<file path="src/core/boot_remap_pkg.sv">
`default_nettype none
package boot_remap_pkg;
    // Boot modes, as latched from the select straps.
    localparam logic [1:0] MODE_USER = 2'h0;
    localparam logic [1:0] MODE_SYS = 2'h1;
    localparam logic [1:0] MODE_RAM = 2'h2;
    localparam logic [1:0] MODE_EXT = 2'h3;
    // Main regions, from the top three address bits.
    localparam logic [2:0] BLK_BOOT = 3'h0;
    localparam logic [2:0] BLK_RAM = 3'h1;
    localparam logic [2:0] BLK_FLASH = 3'h2;
    localparam logic [2:0] BLK_EXT = 3'h3;
    localparam logic [2:0] BLK_RSVD = 3'h4;
    // Access sizes.
    localparam logic [1:0] SZ_BYTE = 2'h0;
    localparam logic [1:0] SZ_HALF = 2'h1;
    localparam logic [1:0] SZ_WORD = 2'h2;
    // Register offsets.
    localparam logic [7:0] REG_BOOT = 8'h00;
    localparam logic [7:0] REG_PWR = 8'h04;
    localparam logic [7:0] REG_FCR0 = 8'h08;
    localparam logic [7:0] REG_WPROT = 8'h0C;
    localparam logic [3:0] REG_BCON_HI = 4'h1;
    localparam logic [7:0] REG_STAT = 8'h20;
    // Field positions.
    localparam int BURST_BIT = 0;
    localparam int PWD_BIT = 0;
    localparam int BCON_W16 = 4;
    localparam int BCON_EN = 5;
    // Reset values.
    localparam logic [5:0] BCON0_RST = 6'h3F;
    localparam logic [5:0] BCON_RST = 6'h1F;
    localparam logic [3:0] WPROT_RST = 4'h0;
    // Flash offset fields, in 16K pages of bits 20:14.
    localparam logic [6:0] FL_BANK1_PG = 7'h30;
    localparam logic [6:0] FL_SYSMEM_PG = 7'h20;
    // Timing.
    localparam int CLK_MHZ = 20;
    localparam int WAKE_US = 20;
    localparam int WAKE_CYC = WAKE_US * CLK_MHZ;
    localparam logic [1:0] STRAP_EDGE = 2'h1;
    localparam logic [1:0] STRAP_DONE = 2'h2;
endpackage
`default_nettype wire

</file>
<file path="src/core/boot_remap.sv">
// Strobed register access and the address map were decided locally.
`timescale 1ns/1ps
`default_nettype none
module boot_remap (
    // Clock and reset.
    input wire logic clk,
    input wire logic nrst,
    // Boot straps.
    input wire logic boot_strap_enable,
    input wire logic [1:0] boot_select,
    // Power events and flash bank programming state.
    input wire logic stop_mode,
    input wire logic wake_event,
    input wire logic [1:0] flash_bank_busy,
    // CPU bus request.
    input wire logic bus_req,
    input wire logic bus_write,
    input wire logic bus_seq,
    input wire logic [1:0] bus_size,
    input wire logic [31:0] bus_addr,
    // Register port.
    input wire logic [7:0] reg_addr,
    input wire logic [31:0] reg_wdata,
    input wire logic reg_wr,
    input wire logic reg_rd,
    output logic [31:0] reg_rdata,
    // Memory selects.
    output logic [2:0] region,
    output logic ram_sel,
    output logic [15:0] ram_addr,
    output logic [3:0] ram_be,
    output logic flash_sel,
    output logic flash_reg_sel,
    output logic flash_bank,
    output logic [2:0] flash_sector,
    output logic [20:0] flash_offset,
    output logic periph_sel,
    output logic bus_error,
    output logic bus_stall,
    output logic [6:0] wait_states,
    // External memory port.
    output logic [23:0] ext_addr,
    output logic [3:0] bank_select_n,
    output logic read_strobe_n,
    output logic [1:0] write_enable_n,
    // CPU clock gate.
    output logic cpu_clk_enable
);
    typedef enum logic [1:0] {ST_RUN, ST_STOP, ST_WAKE} pwr_e;

    // Bank 0 opens with four 8K sectors in its low 32K, then one 32K and three 64K sectors.
    function automatic logic [2:0] sector_of(input logic [17:0] off);
        if (off[17:15] == 3'h0) begin
            sector_of = {1'b0, off[14:13]};
        end else if (off[17:16] == 2'h0) begin
            sector_of = 3'h4;
        end else begin
            sector_of = 3'(3'h4 + {1'b0, off[17:16]});
        end
    endfunction

    logic [1:0] rst_cnt;
    logic [1:0] strap_mode;
    logic [1:0] boot_remap_control;
    logic flash_burst_select;
    logic flash_powerdown_bit;
    logic [3:0] wprot;
    logic [5:0] bank_cfg [4];
    pwr_e state;
    pwr_e next_state;
    logic [8:0] wake_cnt;

    // Strap capture.
    wire capture = rst_cnt == boot_remap_pkg::STRAP_EDGE;
    wire [1:0] next_strap = boot_strap_enable ? boot_select : boot_remap_pkg::MODE_USER;
    // Re-presenting the system pattern stretches the clock again.
    wire freeze_now = strap_mode == boot_remap_pkg::MODE_SYS && boot_strap_enable
        && boot_select == boot_remap_pkg::MODE_SYS;
    wire sys_boot = strap_mode == boot_remap_pkg::MODE_SYS;

    // Register decode.
    wire wr_boot = reg_wr && reg_addr == boot_remap_pkg::REG_BOOT;
    wire wr_pwr = reg_wr && reg_addr == boot_remap_pkg::REG_PWR;
    wire wr_fcr0 = reg_wr && reg_addr == boot_remap_pkg::REG_FCR0;
    wire wr_wprot = reg_wr && reg_addr == boot_remap_pkg::REG_WPROT;
    wire bcon_hit = reg_addr[7:4] == boot_remap_pkg::REG_BCON_HI && reg_addr[1:0] == 2'h0;

    // Address map.
    wire [2:0] blk = bus_addr[31:29];
    wire [2:0] alias_blk = boot_remap_control == boot_remap_pkg::MODE_RAM ? boot_remap_pkg::BLK_RAM
        : boot_remap_control == boot_remap_pkg::MODE_EXT ? boot_remap_pkg::BLK_EXT
        : boot_remap_pkg::BLK_FLASH;
    wire [2:0] eff = blk == boot_remap_pkg::BLK_BOOT ? alias_blk : blk;
    wire is_ram = eff == boot_remap_pkg::BLK_RAM;
    wire is_flash = eff == boot_remap_pkg::BLK_FLASH;
    wire is_ext = eff == boot_remap_pkg::BLK_EXT;
    wire is_periph = eff[2] && eff != boot_remap_pkg::BLK_RSVD;

    // RAM: 64K, aligned byte, half and word.
    wire ram_in = bus_addr[28:16] == 13'h0000;
    wire ram_misalign = (bus_size == boot_remap_pkg::SZ_HALF && bus_addr[0])
        || (bus_size == boot_remap_pkg::SZ_WORD && bus_addr[1:0] != 2'h0)
        || bus_size == 2'h3;
    wire [3:0] next_be = bus_size == boot_remap_pkg::SZ_BYTE ? 4'h1 << bus_addr[1:0]
        : bus_size == boot_remap_pkg::SZ_HALF ? (bus_addr[1] ? 4'hC : 4'h3)
        : 4'hF;

    // Flash.
    wire [20:0] foff = bus_addr[20:0];
    wire fl_low = bus_addr[28:21] == 8'h00;
    wire fl_b0 = fl_low && foff[20:18] == 3'h0;
    wire fl_b1 = fl_low && foff[20:14] == boot_remap_pkg::FL_BANK1_PG;
    wire fl_sys = fl_low && foff[20:14] == boot_remap_pkg::FL_SYSMEM_PG;
    wire fl_reg = fl_low && foff[20] && foff[19:16] == 4'h0;
    wire [2:0] sect = fl_b1 ? {2'h0, foff[13]} : sector_of(foff[17:0]);
    wire fl_prot = fl_b0 && bus_write && !sect[2] && wprot[sect[1:0]] && !sys_boot;
    wire fl_deny = fl_sys && !sys_boot;
    // The factory area decodes as flash; only the latched strap mode decides who reaches it.
    wire fl_ok = (fl_b0 || fl_b1 || fl_reg || fl_sys) && !fl_prot;
    wire fl_busy = (fl_b0 && flash_bank_busy[0]) || (fl_b1 && flash_bank_busy[1]);
    // Burst off means low-power flash: zero waits, CPU clock limited to 33 MHz.
    wire [6:0] fl_wait = (flash_burst_select && !bus_seq) ? 7'h01 : 7'h00;

    // External memory.
    wire [1:0] xb = bus_addr[28:27];
    wire [5:0] xcfg = bank_cfg[xb];
    wire x_w16 = xcfg[boot_remap_pkg::BCON_W16] || xb == 2'h0;
    wire x_ok = xcfg[boot_remap_pkg::BCON_EN] && bus_size != 2'h3;
    wire [6:0] x_pieces = x_w16 ? (bus_size == boot_remap_pkg::SZ_WORD ? 7'h02 : 7'h01)
        : (bus_size == boot_remap_pkg::SZ_WORD ? 7'h04
        : bus_size == boot_remap_pkg::SZ_HALF ? 7'h02 : 7'h01);
    wire [6:0] x_single = {3'h0, xcfg[3:0]} + (bus_write ? 7'h01 : 7'h02);
    wire [6:0] x_wait = 7'(x_single * x_pieces);
    wire [1:0] x_lanes = !x_w16 ? 2'h1
        : bus_size == boot_remap_pkg::SZ_BYTE ? (bus_addr[0] ? 2'h2 : 2'h1) : 2'h3;

    wire next_err = (is_ram && (!ram_in || ram_misalign))
        || (is_flash && (fl_deny || !fl_ok))
        || (is_ext && !x_ok)
        || eff == boot_remap_pkg::BLK_RSVD;

    wire [31:0] stat_word = {28'h0, cpu_clk_enable, state == pwr_e'(ST_RUN), strap_mode};
    wire [31:0] bcon_word = {26'h0, bank_cfg[reg_addr[3:2]]};
    wire [31:0] next_rdata = reg_addr == boot_remap_pkg::REG_BOOT ? {30'h0, boot_remap_control}
        : reg_addr == boot_remap_pkg::REG_PWR ? {31'h0, flash_burst_select}
        : reg_addr == boot_remap_pkg::REG_FCR0 ? {31'h0, flash_powerdown_bit}
        : reg_addr == boot_remap_pkg::REG_WPROT ? {28'h0, wprot}
        : reg_addr == boot_remap_pkg::REG_STAT ? stat_word
        : bcon_hit ? bcon_word : 32'h0;

    always_ff @(posedge clk or negedge nrst) begin
        if (!nrst) begin
            rst_cnt <= 2'h0;
        end else if (rst_cnt != boot_remap_pkg::STRAP_DONE) begin
            rst_cnt <= rst_cnt + 2'h1;
        end
    end

    // Straps are taken once, after release; they never reset-load the flop.
    always_ff @(posedge clk or negedge nrst) begin
        if (!nrst) begin
            strap_mode <= boot_remap_pkg::MODE_USER;
        end else if (capture) begin
            strap_mode <= next_strap;
        end
    end

    always_ff @(posedge clk or negedge nrst) begin
        if (!nrst) begin
            boot_remap_control <= boot_remap_pkg::MODE_USER;
        end else if (capture) begin
            boot_remap_control <= next_strap;
        end else if (wr_boot) begin
            boot_remap_control <= reg_wdata[1:0];
        end
    end

    always_ff @(posedge clk or negedge nrst) begin
        if (!nrst) begin
            flash_burst_select <= 1'b0;
            flash_powerdown_bit <= 1'b0;
            wprot <= boot_remap_pkg::WPROT_RST;
        end else begin
            if (wr_pwr) begin
                flash_burst_select <= reg_wdata[boot_remap_pkg::BURST_BIT];
            end
            if (wr_fcr0) begin
                flash_powerdown_bit <= reg_wdata[boot_remap_pkg::PWD_BIT];
            end
            if (wr_wprot) begin
                wprot <= reg_wdata[3:0];
            end
        end
    end

    for (genvar i = 0; i < 4; i++) begin : g_bcon
        always_ff @(posedge clk or negedge nrst) begin
            if (!nrst) begin
                bank_cfg[i] <= i == 0 ? boot_remap_pkg::BCON0_RST : boot_remap_pkg::BCON_RST;
            end else if (reg_wr && bcon_hit && reg_addr[3:2] == 2'(i)) begin
                bank_cfg[i] <= reg_wdata[5:0];
            end
        end
    end

    always_comb begin
        next_state = state;
        unique case (state)
            ST_RUN: begin
                if (stop_mode) begin
                    next_state = ST_STOP;
                end
            end
            ST_STOP: begin
                if (wake_event) begin
                    next_state = flash_powerdown_bit ? ST_WAKE : ST_RUN;
                end
            end
            ST_WAKE: begin
                if (wake_cnt == 9'h000) begin
                    next_state = ST_RUN;
                end
            end
        endcase
    end

    always_ff @(posedge clk or negedge nrst) begin
        if (!nrst) begin
            state <= ST_RUN;
            wake_cnt <= 9'h000;
        end else begin
            state <= next_state;
            if (state == ST_STOP) begin
                wake_cnt <= 9'(boot_remap_pkg::WAKE_CYC - 1);
            end else if (wake_cnt != 9'h000) begin
                wake_cnt <= wake_cnt - 9'h001;
            end
        end
    end

    always_ff @(posedge clk or negedge nrst) begin
        if (!nrst) begin
            cpu_clk_enable <= 1'b0;
            reg_rdata <= 32'h0;
        end else begin
            cpu_clk_enable <= !freeze_now && next_state == ST_RUN
                && rst_cnt == boot_remap_pkg::STRAP_DONE;
            reg_rdata <= reg_rd ? next_rdata : 32'h0;
        end
    end

    always_ff @(posedge clk or negedge nrst) begin
        if (!nrst) begin
            region <= 3'h0;
            ram_sel <= 1'b0;
            ram_addr <= 16'h0000;
            ram_be <= 4'h0;
            flash_sel <= 1'b0;
            flash_reg_sel <= 1'b0;
            flash_bank <= 1'b0;
            flash_sector <= 3'h0;
            flash_offset <= 21'h0;
            periph_sel <= 1'b0;
            bus_error <= 1'b0;
            bus_stall <= 1'b0;
            wait_states <= 7'h00;
            ext_addr <= 24'h0;
            bank_select_n <= 4'hF;
            read_strobe_n <= 1'b1;
            write_enable_n <= 2'h3;
        end else begin
            region <= eff;
            ram_addr <= bus_addr[15:0];
            ram_be <= next_be;
            flash_offset <= foff;
            flash_bank <= fl_b1;
            flash_sector <= sect;
            ext_addr <= bus_addr[23:0];
            ram_sel <= bus_req && is_ram && !next_err;
            flash_sel <= bus_req && is_flash && !next_err && !fl_reg;
            flash_reg_sel <= bus_req && is_flash && fl_reg && !fl_deny;
            periph_sel <= bus_req && is_periph;
            bus_error <= bus_req && next_err;
            bus_stall <= bus_req && is_flash && !next_err && fl_busy;
            wait_states <= !bus_req ? 7'h00 : is_flash ? fl_wait
                : (is_ext && x_ok) ? x_wait : 7'h00;
            bank_select_n <= (bus_req && is_ext && x_ok) ? ~(4'h1 << xb) : 4'hF;
            read_strobe_n <= !(bus_req && is_ext && x_ok && !bus_write);
            write_enable_n <= (bus_req && is_ext && x_ok && bus_write) ? ~x_lanes : 2'h3;
        end
    end

    strap_capture_a: assert property (@(posedge clk) disable iff (!nrst)
        capture |=> strap_mode == $past(next_strap))
        else $error("strap not latched on second edge");
    user_ignore_a: assert property (@(posedge clk) disable iff (!nrst)
        capture && !boot_strap_enable |=> strap_mode == boot_remap_pkg::MODE_USER)
        else $error("select straps not ignored");
    mode_hold_a: assert property (@(posedge clk) disable iff (!nrst)
        rst_cnt == 2'h2 |=> $stable(strap_mode))
        else $error("latched mode changed");
    clock_freeze_a: assert property (@(posedge clk) disable iff (!nrst)
        freeze_now |=> !cpu_clk_enable)
        else $error("cpu clock ran while frozen");
    remap_now_a: assert property (@(posedge clk) disable iff (!nrst)
        wr_boot && !capture && reg_wdata[1:0] == boot_remap_pkg::MODE_RAM
        ##1 blk == boot_remap_pkg::BLK_BOOT |=> region == boot_remap_pkg::BLK_RAM)
        else $error("remap not immediate");
    ram_word_a: assert property (@(posedge clk) disable iff (!nrst)
        bus_req && is_ram && !next_err && bus_size == boot_remap_pkg::SZ_WORD
        |=> ram_sel && ram_be == 4'hF)
        else $error("word access lanes wrong");
    ram_alias_a: assert property (@(posedge clk) disable iff (!nrst)
        bus_req && blk == boot_remap_pkg::BLK_BOOT
        && boot_remap_control != boot_remap_pkg::MODE_RAM |=> !ram_sel)
        else $error("RAM seen at zero outside RAM mapping");
    flash_alias_a: assert property (@(posedge clk) disable iff (!nrst)
        blk == boot_remap_pkg::BLK_BOOT
        && (boot_remap_control == boot_remap_pkg::MODE_USER
        || boot_remap_control == boot_remap_pkg::MODE_SYS) |=> region == boot_remap_pkg::BLK_FLASH)
        else $error("flash not seen at zero");
    write_prot_a: assert property (@(posedge clk) disable iff (!nrst)
        bus_req && is_flash && fl_b0 && bus_write && bus_addr[17:15] == 3'h0
        && wprot[bus_addr[14:13]] && !sys_boot |=> bus_error && !flash_sel)
        else $error("protected sector written");
    bank_apart_a: assert property (@(posedge clk) disable iff (!nrst)
        bus_req && is_flash && fl_b1 && flash_bank_busy == 2'h1 |=> flash_sel && !bus_stall)
        else $error("bank 1 held by bank 0 work");
    low_power_a: assert property (@(posedge clk) disable iff (!nrst)
        bus_req && is_flash && !flash_burst_select |=> wait_states == 7'h00)
        else $error("wait inserted in low-power flash");
    burst_seq_a: assert property (@(posedge clk) disable iff (!nrst)
        bus_req && is_flash && flash_burst_select && bus_seq |=> wait_states == 7'h00)
        else $error("sequential burst access waited");
    ext_read_a: assert property (@(posedge clk) disable iff (!nrst)
        bus_req && is_ext && x_ok && !bus_write |=> !read_strobe_n && write_enable_n == 2'h3)
        else $error("external read strobes wrong");
    ext_select_a: assert property (@(posedge clk) disable iff (!nrst)
        bus_req && is_ext && x_ok |=> bank_select_n == ~(4'h1 << $past(xb)) && !bus_error)
        else $error("wrong external bank select");
    burst_wait_a: assert property (@(posedge clk) disable iff (!nrst)
        bus_req && is_flash && flash_burst_select && !bus_seq |=> wait_states == 7'h01)
        else $error("non-sequential burst wait wrong");
    sys_deny_a: assert property (@(posedge clk) disable iff (!nrst)
        bus_req && is_flash && fl_sys && !sys_boot |=> bus_error && !flash_sel)
        else $error("system area reachable");
    wake_delay_a: assert property (@(posedge clk) disable iff (!nrst)
        state == ST_STOP && wake_event && flash_powerdown_bit |=> !cpu_clk_enable [*8])
        else $error("cpu restarted before flash wake");
    wake_fast_a: assert property (@(posedge clk) disable iff (!nrst)
        state == ST_STOP && wake_event && !flash_powerdown_bit && !freeze_now
        |=> cpu_clk_enable)
        else $error("delay inserted without power-down");
endmodule // boot_remap
`default_nettype wire

</file>
<file path="config.mk">
export PLATFORM = sky130hd
export DESIGN_NAME = boot_remap
export DESIGN_NICKNAME = d
export VERILOG_FILES = /design/src/core/boot_remap_pkg.sv /design/src/core/boot_remap.sv
export SDC_FILE = /design/constraint.sdc
export NUM_CORES = 1
export LEC_CHECK = 0
export BUFFER_PORTS_ARGS = -buffer_cell sky130_fd_sc_hd__buf_4
export CORE_MARGIN = 2
export CORE_UTILIZATION = 45
export CTS_CLUSTER_DIAMETER = 100
export CTS_CLUSTER_SIZE = 28
export DETAILED_ROUTE_END_ITERATION = 10
export PLACE_DENSITY = 0.77
export SKIP_CTS_REPAIR_TIMING = 1
export SYNTH_ARGS = -nofsm -noshare
export SYNTH_HDL_FRONTEND = slang
export SYNTH_SLANG_ARGS = --single-unit
export TNS_END_PERCENT = 10
</file>
<file path="constraint.sdc">
create_clock -name clk -period 3.6 [get_ports clk]
set_input_delay 0.18 -clock clk [delete_from_list [all_inputs] [get_ports clk]]
set_output_delay 0.18 -clock clk [all_outputs]
set_load 0.01 [all_outputs]
</file>
==> results.cfg <==
[setup_path]
cpPeakStageDelay_ns = 0.50
launch_instance_of_the_worst_register_to_register_path = bank_cfg[0]
timing.critical_path.arrival_ns = 3.93
critical_path.most_common_cell = fa_1
worstPathMaxFanout = 3
cells_on_worst_reg2reg_path = 14
critical_path.reg2reg.endpoint = wait_states[6]
crit_chain = mux4_2 > ha_4 > inv_2 > fa_1 > or2_4 > fa_1 > inv_1 > ha_2 > fa_2 > a21o_1 > a21oi_2 > xor2_1 > a21oi_1 > o21a_1
cp_slowest_cell = mux4_2
endpoint_kind = register
r2r_slack_ns = -0.09
worstSetupStartpointType = register
crit_required_ns = 3.83
crit_type = reg2reg

[min_path]
worst_hold_path.endpoint = ext_addr[1]
min_path_type = in2reg
whs_path_depth = 1
timing.hold.worst.start = bus_addr[1]

[synthesis]
synth_warnings = 0
synth_edf_count = 0
ys_ff_latch = 109
syn_inst = 477
dominantRegCellSynth = dfrtp_1
syn-mean-instance-area_sq_um = 11.7
synth_seq_area_share_pct = 49.4
synth_area_sq_mm = 0.00559
ys_async_sr_fraction_pct = 100
synth_cell_type_count = 59

[floorplan]
core_region_area_sq_mm = 0.0121
die_w_microns = 115
dieArea_sq_mm = 0.0133
design.portCount = 213
num_rows = 40
fp.dieH_microns = 115
start_util_pct = 46.3

[layout]
design.final.nets = 748
finish.instance_area_sq_mm = 0.00723
area_delta_synth_final_pct = 29.3
final_layout_size_suffix_gt1_share_pct = 42.1
n_antenna_cell = 0
layout_common_cells = 169 x buf_4, 81 x dfrtp_1, 30 x nand2_1
layoutNonFillerInstCount = 810
mostFrequentLayoutCell = buf_4

[routing]
firstDrtPassIters = 4
remaining_drc_errors = 0
routedWlPerCell_microns = 15.8
dr.first_iter.drc_count = 242
finalWirelength_mm = 12.8
dr_total_vias = 4041
route.antenna.remaining_nets = 0
via_per_inst = 4.99

[timing]
setup_viol_count_final = 1
worstMarginPinSlew_ns = 0.891
slew_viol_final = 0
rsz_0062_raised_after_global_routing = true
highest_clock_rate_ghz = 0.271
finalCritPeriodShare_pct = 103
fin_ws_ns = -0.0909
finalCriticalPeriod_ns = 3.69
final.setup_skew_ns = 0.00467
timing.slew.headroom_pct = 40.1
number_of_hold_slack_violations_in_the_final_timing_report = 0
fin_setup_tns_ns = -0.0909

[power_and_ir_drop]
power_frac_seq_pct = 48.8
clock_power_share_pct = 32.9
static_leakage_nw = 3.46
switching_power_mw = 0.735
p_comb_share_pct = 18.3
power.density_mw_per_mm2 = 385
power_report.internal_total_mw = 2.04
worst_vdd_rail_ir_drop_uv = 215
power.share.switching_pct = 26.4

[cts]
cts_tree = yes
number_of_buffers_created_by_cts = 9
cts-root-buf = clkbuf_16
insertion_delay_ns = 0.34
clk_transition_reported_paths_ns = 0.07
cts-htree-levels = 3
clock_sinks = 109
clockBufferDepth = 2

[job]
max_cap_viol_count = 0

[place]
placedCellCount = 769
postPlaceCellArea_sq_mm = 0.00669
placement.setup.worst_slack_ns = -0.111
dp.final_hpwl_mm = 9.50
gp_routability_congestion = 0.843
port_buffers = 160

[run_status]
failing_checks = setup timing
outcome = finished, violations left

[global_routing]
antenna_found_initial = 0
grt_usage_pct = 18.9
first_global_vias = 3893
grt_pass1_wl_mm = 19.3
gr-total-overflow = 0
grt_start_max_net_pins = 58
sequential cells by signal, summed over array words and instances (netlist names), 2 cells and up:
| name | flops |
|---|---|
| state | 2 |
| strap_mode | 2 |
| write_enable_n | 2 |
| wait_states | 7 |
| reg_rdata | 6 |
| flash_sector | 3 |
| ram_be | 4 |
| wprot | 4 |
| wake_cnt | 9 |
| rst_cnt | 2 |
| boot_remap_control | 2 |
| bank_cfg | 24 |
| ext_addr | 24 |
| region | 3 |
| bank_select_n | 4 |
logic make-up after synthesis:
| group | share of synthesized area (%) |
|---|---|
| mux | 12.0 |
| simple gates | 13.1 |
| compound gates | 6.85 |
| buf+inv | 11.1 |
| fa+ha+maj | 5.82 |
| other cells | 0.0671 |
| flops | 49.4 |
| xor+xnor | 1.72 |
worst max-delay path: cells and delay by family (launching register included):
family / cells / cell delay (ns)
flip-flops: 1 / 0.37
multiplexers: 1 / 0.50
XOR/XNOR: 1 / 0.18
buffers and inverters: 2 / 0.09
AO/OA/AOI/OAI: 4 / 0.56
adder cells (fa/ha/maj): 5 / 1.63
AND/OR/NAND/NOR: 1 / 0.25
worst max-delay path by stage:
stage,startpoint,cells past startpoint,slack [ns],end
global placement,bank_cfg[0],15,-0.04,wait_states[6]
floorplan,bank_cfg[0],14,0.02,wait_states[6]
finish,bank_cfg[0],14,-0.09,wait_states[6]
CTS,bank_cfg[6],15,-0.13,wait_states[6]
detailed placement,bank_cfg[6],15,-0.11,wait_states[6]
global route,bank_cfg[0],14,-0.22,wait_states[6]
synthesized netlist by cell type, types with 5 or more instances:
master    instances  area share [%]
inv_1            29             1.9
nor2b_1          11             1.2
a21oi_1          12             1.1
dfstp_2          28              13
mux2i_1           6             1.1
nor3b_1           6            0.81
o21ai_0          17             1.5
ha_1             18             4.0
clkbuf_1          6            0.40
nor2_1           18             1.2
fa_1              5             1.8
mux4_2           11             4.4
mux2_4            6             1.6
nand2_1          30             2.0
buf_4            63             8.5
nand3_1           7            0.63
mux2_2           24             4.8
dfrtp_1          81              36
a21o_1            5            0.67
xor2_1            5            0.78
nor3_1            6            0.54
xnor2_1           6            0.94
nand2b_1         13             1.5
and2_1            5            0.56
routing by layer:
layer	share of wire, %	wire length [microns]	global-route usage (%)
met5	0	0	0
met4	2.0	261	7.87
met3	6.5	838	3.82
met2	50	6400	31.8
met1	42	5330	23.9
per-stage QoR:
step | hold slack (ns) | utilization, % | power (mW)
CTS | -0.0997 | 57.7 | 2.78
finish | 0.00185 | 59.9 | 2.78
detailed placement | 0.279 | 55.5 | 1.86
global route | 0.0000223 | 59.9 | 2.92
floorplan | -0.116 | - | 1.66
global placement | 0.265 | 55.5 | 1.84
layout make-up:
cell class / instances / area (sq um)
clock buffer: 12 / 246
multi-input combinational: 293 / 2330
clock inverter: 4 / 23.8
fill: 976 / 4840
tap: 168 / 210
timing repair buffer: 195 / 1540
sequential: 109 / 2760
inverter: 29 / 109
power groups by stage:
stage | Sequential (mW) | Combinational (mW) | Clock (mW)
final | 1.36 | 0.508 | 0.914
after global routing | 1.37 | 0.563 | 0.985
after CTS | 1.36 | 0.487 | 0.939
after detailed placement | 1.38 | 0.484 | 0
after global placement | 1.37 | 0.464 | 0
after floorplan | 1.38 | 0.284 | 0
Note: power is estimated with default switching activity, not from simulation.
